==> config.mk <==
export PLATFORM = sky130hd
export DESIGN_NAME = spin_knob_speed_encoder
export DESIGN_NICKNAME = d
export VERILOG_FILES = /design/src/verilog/spin_knob_speed_encoder.v /design/src/verilog/knob_edge_detect.v
export VERILOG_INCLUDE_DIRS = /design/src /design/src/verilog
export SDC_FILE = /design/constraint.sdc
export NUM_CORES = 1
export LEC_CHECK = 0
export BUFFER_PORTS_ARGS = -buffer_cell sky130_fd_sc_hd__buf_2
export CAP_MARGIN = 20
export CORE_MARGIN = 1.5
export CORE_UTILIZATION = 60
export CTS_BUF_LIST = sky130_fd_sc_hd__clkbuf_8
export CTS_CLUSTER_DIAMETER = 50
export DETAILED_ROUTE_END_ITERATION = 10
export PLACE_DENSITY = 0.82
export SETUP_SLACK_MARGIN = 0.15
export SYNTH_ARGS = -nofsm -noshare
export SYNTH_HDL_FRONTEND = slang
export SYNTH_SLANG_ARGS = --single-unit
export TNS_END_PERCENT = 1
==> constraint.sdc <==
create_clock -name SYS_CLK -period 2.39 [get_ports SYS_CLK]
set_input_delay 0.717 -clock SYS_CLK [delete_from_list [all_inputs] [get_ports SYS_CLK]]
set_output_delay 0.717 -clock SYS_CLK [all_outputs]
set_load 0.03 [all_outputs]
==> src/verilog/spin_knob_defines.vh <==
/*
 * Constants for the spin knob speed encoder: timing in milliseconds and
 * the derived cycle counts at the 40 MHz system clock.
 * Assumes it is included by bare name from the design files.
 */
`ifndef SPIN_KNOB_DEFINES_VH
`define SPIN_KNOB_DEFINES_VH

`define CLK_KHZ 40000
`define GATE_TIME_MS 100
`define GATE_CYCLES (`GATE_TIME_MS * `CLK_KHZ)
`define STROBE_TIME_MS 20
`define STROBE_CYCLES (`STROBE_TIME_MS * `CLK_KHZ)
// first timer value of each interval, sized to the timer: gate 4000000 - 1, strobe 800000 - 1
`define GATE_LAST 23'h3d08ff
`define STROBE_LAST 23'h0c34ff
`define TIMER_WIDTH 23
`define SPEED_WIDTH 4
`define SPEED_MAX 4'hf
`define RETURN_WIDTH 8

`endif

==> src/verilog/spin_knob_speed_encoder.v <==
/*
 * Spin knob speed encoder: gates edge pulses into a saturating speed count,
 * raises a strobe when the gate ends and returns the count to the scanning
 * controller as one of sixteen key codes on its return lines.
 * Assumes scan lines come from the scanning controller asynchronously,
 * the knob square waves are asynchronous as well, and the system clock
 * runs at 40 MHz so that the gate and strobe counts in the defines header
 * give about 100 ms and 20 ms. The speed count is kept after the strobe so
 * the controller may scan it at leisure; it changes only when a new gate
 * opens.
 */
`timescale 1ns/100ps
`include "spin_knob_defines.vh"

module spin_knob_speed_encoder (
    input wire SYS_CLK,
    input wire RESET_N,
    input wire QUAD_A,
    input wire QUAD_B,
    input wire KEY_SCAN_LINE_0,
    input wire KEY_SCAN_LINE_1,
    output wire [7:0] KEY_RETURN_LINES,
    output reg KNOB_MOVED_STROBE,
    output reg ROTATION_DIRECTION_FLAG,
    output reg DIRECTION_PULSE,
    output reg EDGE_PULSE,
    output reg GATE_ACTIVE
);

    localparam ST_IDLE = 3'h1;
    localparam ST_GATE = 3'h2;
    localparam ST_STROBE = 3'h4;

    reg [2:0] state;
    reg [2:0] next_state;
    reg [`TIMER_WIDTH-1:0] timer;
    reg [`TIMER_WIDTH-1:0] next_timer;
    reg [`SPEED_WIDTH-1:0] speed;
    reg [`SPEED_WIDTH-1:0] next_speed;
    reg [1:0] scan0_sync;
    reg [1:0] scan1_sync;
    reg [7:0] return_lines;
    wire edge_pulse;
    wire cw_pulse;
    wire cw_step;
    wire carry;
    wire gate_start;
    wire gate_done;
    wire strobe_done;
    wire scan0;
    wire scan1;
    reg [7:0] next_return_lines;

    function [7:0] one_hot3;
        input [2:0] value;
        begin
            one_hot3 = 8'h01 << value;
        end
    endfunction

    // true on the last cycle of a gate or strobe interval
    function timer_done;
        input [`TIMER_WIDTH-1:0] value;
        begin
            timer_done = (value == {`TIMER_WIDTH{1'b0}});
        end
    endfunction

    function [`TIMER_WIDTH-1:0] timer_step;
        input [`TIMER_WIDTH-1:0] value;
        begin
            timer_step = value - {{(`TIMER_WIDTH-1){1'b0}}, 1'b1};
        end
    endfunction

    // saturating add: the carry at 15 blocks the wrap back to zero
    function [`SPEED_WIDTH-1:0] speed_inc;
        input [`SPEED_WIDTH-1:0] value;
        begin
            if (value == `SPEED_MAX) begin
                speed_inc = value;
            end else begin
                speed_inc = value + 4'h1;
            end
        end
    endfunction

    function bank_match;
        input bank;
        input line0;
        input line1;
        begin
            bank_match = bank ? line1 : line0;
        end
    endfunction

    knob_edge_detect edges (
        .clk(SYS_CLK),
        .reset_n(RESET_N),
        .quad_a(QUAD_A),
        .quad_b(QUAD_B),
        .edge_pulse(edge_pulse),
        .cw_pulse(cw_pulse),
        .cw_step(cw_step)
    );

    assign carry = (speed == `SPEED_MAX);
    assign gate_start = (state == ST_IDLE) && edge_pulse;
    assign gate_done = timer_done(timer) && (state == ST_GATE);
    assign strobe_done = timer_done(timer) && (state == ST_STROBE);
    // only the second flop of each scan synchroniser is read
    assign scan0 = scan0_sync[1];
    assign scan1 = scan1_sync[1];
    assign KEY_RETURN_LINES = return_lines;

    always @* begin
        next_state = state;
        next_timer = timer;
        case (state)
            ST_IDLE: begin
                if (gate_start) begin
                    next_state = ST_GATE;
                    next_timer = `GATE_LAST;
                end
            end
            ST_GATE: begin
                if (gate_done) begin
                    next_state = ST_STROBE;
                    next_timer = `STROBE_LAST;
                end else begin
                    next_timer = timer_step(timer);
                end
            end
            ST_STROBE: begin
                if (strobe_done) begin
                    next_state = ST_IDLE;
                end else begin
                    next_timer = timer_step(timer);
                end
            end
            default: begin
                next_state = ST_IDLE;
                next_timer = {`TIMER_WIDTH{1'b0}};
            end
        endcase
    end

    // the gate-opening edge already counts as one
    always @* begin
        next_speed = speed;
        if (gate_start) begin
            next_speed = 4'h1;
        end else if (state == ST_GATE && edge_pulse && !carry) begin
            next_speed = speed_inc(speed);
        end
    end

    // the bank bit picks the scan line, so 16 scan and return pairs are possible
    always @* begin
        next_return_lines = 8'h00;
        if (bank_match(speed[3], scan0, scan1)) begin
            next_return_lines = one_hot3(speed[2:0]);
        end
    end

    always @(posedge SYS_CLK) begin
        if (!RESET_N) begin
            state <= ST_IDLE;
            timer <= {`TIMER_WIDTH{1'b0}};
            speed <= 4'h0;
        end else begin
            state <= next_state;
            timer <= next_timer;
            speed <= next_speed;
        end
    end

    always @(posedge SYS_CLK) begin
        if (!RESET_N) begin
            scan0_sync <= 2'h0;
            scan1_sync <= 2'h0;
            return_lines <= 8'h00;
        end else begin
            scan0_sync <= {scan0_sync[0], KEY_SCAN_LINE_0};
            scan1_sync <= {scan1_sync[0], KEY_SCAN_LINE_1};
            return_lines <= next_return_lines;
        end
    end

    always @(posedge SYS_CLK) begin
        if (!RESET_N) begin
            KNOB_MOVED_STROBE <= 1'b0;
            GATE_ACTIVE <= 1'b0;
            EDGE_PULSE <= 1'b0;
            DIRECTION_PULSE <= 1'b0;
            ROTATION_DIRECTION_FLAG <= 1'b0;
        end else begin
            KNOB_MOVED_STROBE <= (next_state == ST_STROBE);
            GATE_ACTIVE <= (next_state == ST_GATE);
            EDGE_PULSE <= edge_pulse;
            DIRECTION_PULSE <= cw_pulse;
            // the flag follows every edge, also outside a gate
            if (edge_pulse) begin
                ROTATION_DIRECTION_FLAG <= cw_step;
            end
        end
    end

endmodule

==> src/verilog/knob_edge_detect.v <==
/*
 * Quadrature front end: synchronises both square waves, emits one pulse per
 * edge of either wave and decodes the sense of rotation.
 * Assumes the knob square waves are asynchronous to the system clock.
 */
`timescale 1ns/100ps

module knob_edge_detect (
    input wire clk,
    input wire reset_n,
    input wire quad_a,
    input wire quad_b,
    output reg edge_pulse,
    output reg cw_pulse,
    output reg cw_step
);

    reg [1:0] sync_a;
    reg [1:0] sync_b;
    reg last_a;
    reg last_b;
    wire a_edge;
    wire b_edge;
    wire next_cw;

    assign a_edge = sync_a[1] ^ last_a;
    assign b_edge = sync_b[1] ^ last_b;
    // wave a leading b by a quarter cycle counts as clockwise
    assign next_cw = a_edge ? (sync_a[1] != sync_b[1]) : (sync_a[1] == sync_b[1]);

    always @(posedge clk) begin
        if (!reset_n) begin
            sync_a <= 2'h0;
            sync_b <= 2'h0;
            last_a <= 1'b0;
            last_b <= 1'b0;
            edge_pulse <= 1'b0;
            cw_pulse <= 1'b0;
            cw_step <= 1'b0;
        end else begin
            sync_a <= {sync_a[0], quad_a};
            sync_b <= {sync_b[0], quad_b};
            last_a <= sync_a[1];
            last_b <= sync_b[1];
            edge_pulse <= a_edge | b_edge;
            cw_pulse <= (a_edge | b_edge) & next_cw;
            cw_step <= next_cw;
        end
    end

endmodule

==> run metrics <==
status=completed; sequential share of power=between 40% and 50%; CP cell instances=nor3b_1 -> o31ai_1 -> a31oi_2 -> inv_4 -> o21ai_0 -> a22o_1; Final setup violation count=0; ys flop type=dfxtp_1; Top delay family on crit path=compound AO/OA/AOI/OAI gates; Die X=just under 70 um; global-route wire length before repair=between 9000 and 10000 um; Logic pwr share=~30%; Final Max Slew Viols=0; row count=23; layout cell share with drive strength beyond 1=18.46%; grt total ovfl=0; Worst Hold Endpoint=scan1_sync[1]$_SDFF_PN0_; Reg clk slew, reported paths=around 0.10 ns; first-pass iteration count of the detailed router=5; Pwr per Cell Area=a little under 800 nW/um^2; Num CTS Buffers=5; full die area=between 4000 and 5000 um^2; maximum clock path buffer count=2; Worst-Margin Slew=0.5549 ns; Post-synth top cells=dfxtp_1 (56), nor2_1 (26), o21ai_0 (25); via count=around 2300; largest cells by area after synthesis=dfxtp_1 (42%), o21ai_0 (4.7%), nor3_1 (4.0%), a21oi_1 (3.8%), nor2_1 (3.7%); most common cell in the netlist=dfxtp_1; worst reg2reg endpoint=timer[18]$_SDFFE_PN0P_; max cap viols=0; # clock sinks=56; CP arrival=approximately 2.4 ns; H-tree level count=2; I/O Buffers=18; Hold WS=about 0.44 ns; GRT Total Usage=approximately 25%; Detailed Place HPWL=approximately 4000 um; final net count=roughly 340; Highest Clock Rate=around 460 MHz; Initial Util=64.15%; min cycle time layout=about 2.2 ns; Final Hold Viols=0; Setup Skew=about 0.0085 ns; ANT nets after route=0; vias per cell=a little over 6; RePlAce Congestion=approximately 0.92; CP Buf/Inv Count=1; clk root buf=clkbuf_8; slew margin rel.=about 63%; cells on worst reg2reg path=6; Leakage=~0.0012 uW; number of antenna diodes=0; WS Path Type=reg -> reg; Peak VDD IR=0.4261 mV; I/O pins=19; largest area contributor in the synthesized netlist=dfxtp_1; CTS tree=yes; Net Count, Synth=roughly 310; antenna violations before repair=0; period utilization=between 90% and 100%; Util after Layout=between 70% and 80%; CP Launch Type=register; Syn Area/Cell=approximately 9 um^2; setup tns final=0 ns; Setup crit end kind=register; #FFs+latches synth=56; maximum number of pins on one net before global-route repair=19; Worst-Skew Late Latency=between 0.3 and 0.4 ns; CP max stage delay=roughly 0.6 ns; First DRT Iteration DRCs=between 200 and 250; hold_buf cts=0; die height=between 60 and 70 um; Area growth syn-to-layout=10.00%; Routed WL=around 5700 um; Internal=approximately 1400 uW; Distinct cells, synth=between 50 and 60; Cells after Synth=roughly 300; sequential fraction of the synthesis area=between 40% and 50%; Net Sw Power=796.8 uW; Max FO, Critical Path=13; core box area=slightly above 4000 um^2; Mapped Area=2640 um^2; DRC Markers=0; hold path start=scan1_sync[0]$_SDFF_PN0_; Avg WL per Cell=around 15 um; hold crit path type=reg -> reg; CP max stage cell=dfxtp_1; vias in the first global route=between 2000 and 2500; Syn. warnings=0; RSZ-0062 raised after global routing=no; share of the synthesized area in the top cell type=roughly 42%; WP data required=around 2.7 ns; r2r startpoint=state[2]$_SDFF_PN0_; register-to-register setup slack=between 0.2 and 0.25 ns; EDFF count, synth=0; hold path depth=1; ys async rst share=0%; Clock Power Share=around a quarter; sw frac=between 30% and 40%
## through the flow
stage          std cells  total power, uW  setup WS, ns  cell area (um^2)
3_5_place_dp         365             1690      -0.02110              2778
6_report             375             2238        0.2385              2904
5_1_grt              375             2346        0.1468              2904
4_1_cts              373             2213       0.04682              2882
3_3_place_gp         365             1679       0.03056              2778
2_1_floorplan        301             1563        0.3565              2640
## placed cells by master, fill, tap and decap left out, types with 4 or more instances in the layout
| cell type | n |
|---|---|
| a21o_1 | 5 |
| a21oi_1 | 20 |
| a22o_1 | 5 |
| a31oi_1 | 6 |
| and2_1 | 14 |
| buf_2 | 18 |
| buf_4 | 13 |
| clkbuf_8 | 5 |
| dfxtp_1 | 56 |
| ha_1 | 5 |
| inv_1 | 13 |
| nand2_1 | 14 |
| nand3_1 | 5 |
| nand4_1 | 5 |
| nor2_1 | 26 |
| nor3_1 | 21 |
| nor4_2 | 4 |
| o21ai_0 | 25 |
| or4_1 | 4 |
| xnor2_1 | 4 |
| xor2_1 | 5 |
## registers in the layout, indices dropped and copies added (netlist names)
register                 cells
DIRECTION_PULSE              1
EDGE_PULSE                   1
GATE_ACTIVE                  1
KEY_RETURN_LINES             8
KNOB_MOVED_STROBE            1
ROTATION_DIRECTION_FLAG      1
edges.cw_pulse               1
edges.cw_step                1
edges.edge_pulse             1
edges.last_a                 1
edges.last_b                 1
edges.sync_a                 2
edges.sync_b                 2
scan0_sync                   2
scan1_sync                   2
speed                        4
state                        3
timer                       23
## cell type report
| cell class | instances | area [um^2] |
|---|---|---|
| Sequential cell | 56 | 1121 |
| Multi-Input combinational cell | 216 | 1386 |
| Timing Repair Buffer | 31 | 187.7 |
| Clock buffer | 5 | 68.82 |
| Inverter | 14 | 55.05 |
| Tap cell | 50 | 62.56 |
| Clock inverter | 3 | 22.52 |
| Fill cell | 343 | 1211 |
## worst max-delay path by stage
stage                           start                      to  slack, ns  cells after the start
2_1_floorplan                 RESET_N   timer[5]$_SDFFE_PN0P_       0.36                      7
3_3_place_gp   timer[11]$_SDFFE_PN0P_  timer[18]$_SDFFE_PN0P_       0.03                      6
3_5_place_dp                  RESET_N  timer[15]$_SDFFE_PN0P_      -0.02                      6
4_1_cts         timer[0]$_SDFFE_PN0P_  timer[18]$_SDFFE_PN0P_       0.05                      8
5_1_grt         timer[0]$_SDFFE_PN0P_  timer[18]$_SDFFE_PN0P_       0.15                      8
6_report          state[2]$_SDFF_PN0_  timer[18]$_SDFFE_PN0P_       0.24                      6
## layer usage
metal / global-route usage, % / share of wire (%) / up-vias
li1: - / - / 1136
met1: 32.11 / 42 / 1076
met2: 40.60 / 48 / 108
met3: 5.814 / 7.8 / 13
met4: 11.33 / 2.0 / 0
met5: 0 / 0 / -
## power by group through the flow
stage / clock network, uW / registers, uW / logic (uW)
floorplan: 0 / 1040 / 519
global placement: 0 / 1050 / 627
detailed placement: 0 / 1050 / 635
CTS: 534 / 1030 / 645
global route: 572 / 1040 / 729
finish: 532 / 1040 / 670
## repair_timing
| item | CTS | global route |
|---|---|---|
| setup buffers | 0 | 2 |
| resized for setup | 2 | 3 |
| endpoints found under the setup margin | 8 | 13 |
| pin swaps | 0 | 1 |
| endpoints found under the hold margin | 0 | 0 |
| gates cloned | 0 | 0 |
## cells by family after synthesis
kind of cell	Yosys count	share of synthesized area [%]
fa+ha+maj	5	2.370
buf+inv	29	5.687
simple gates	117	25.64
mux	3	1.185
xor+xnor	9	2.986
flops	56	42.46
compound gates	82	19.67
Note: power is estimated with default switching activity, not from simulation.
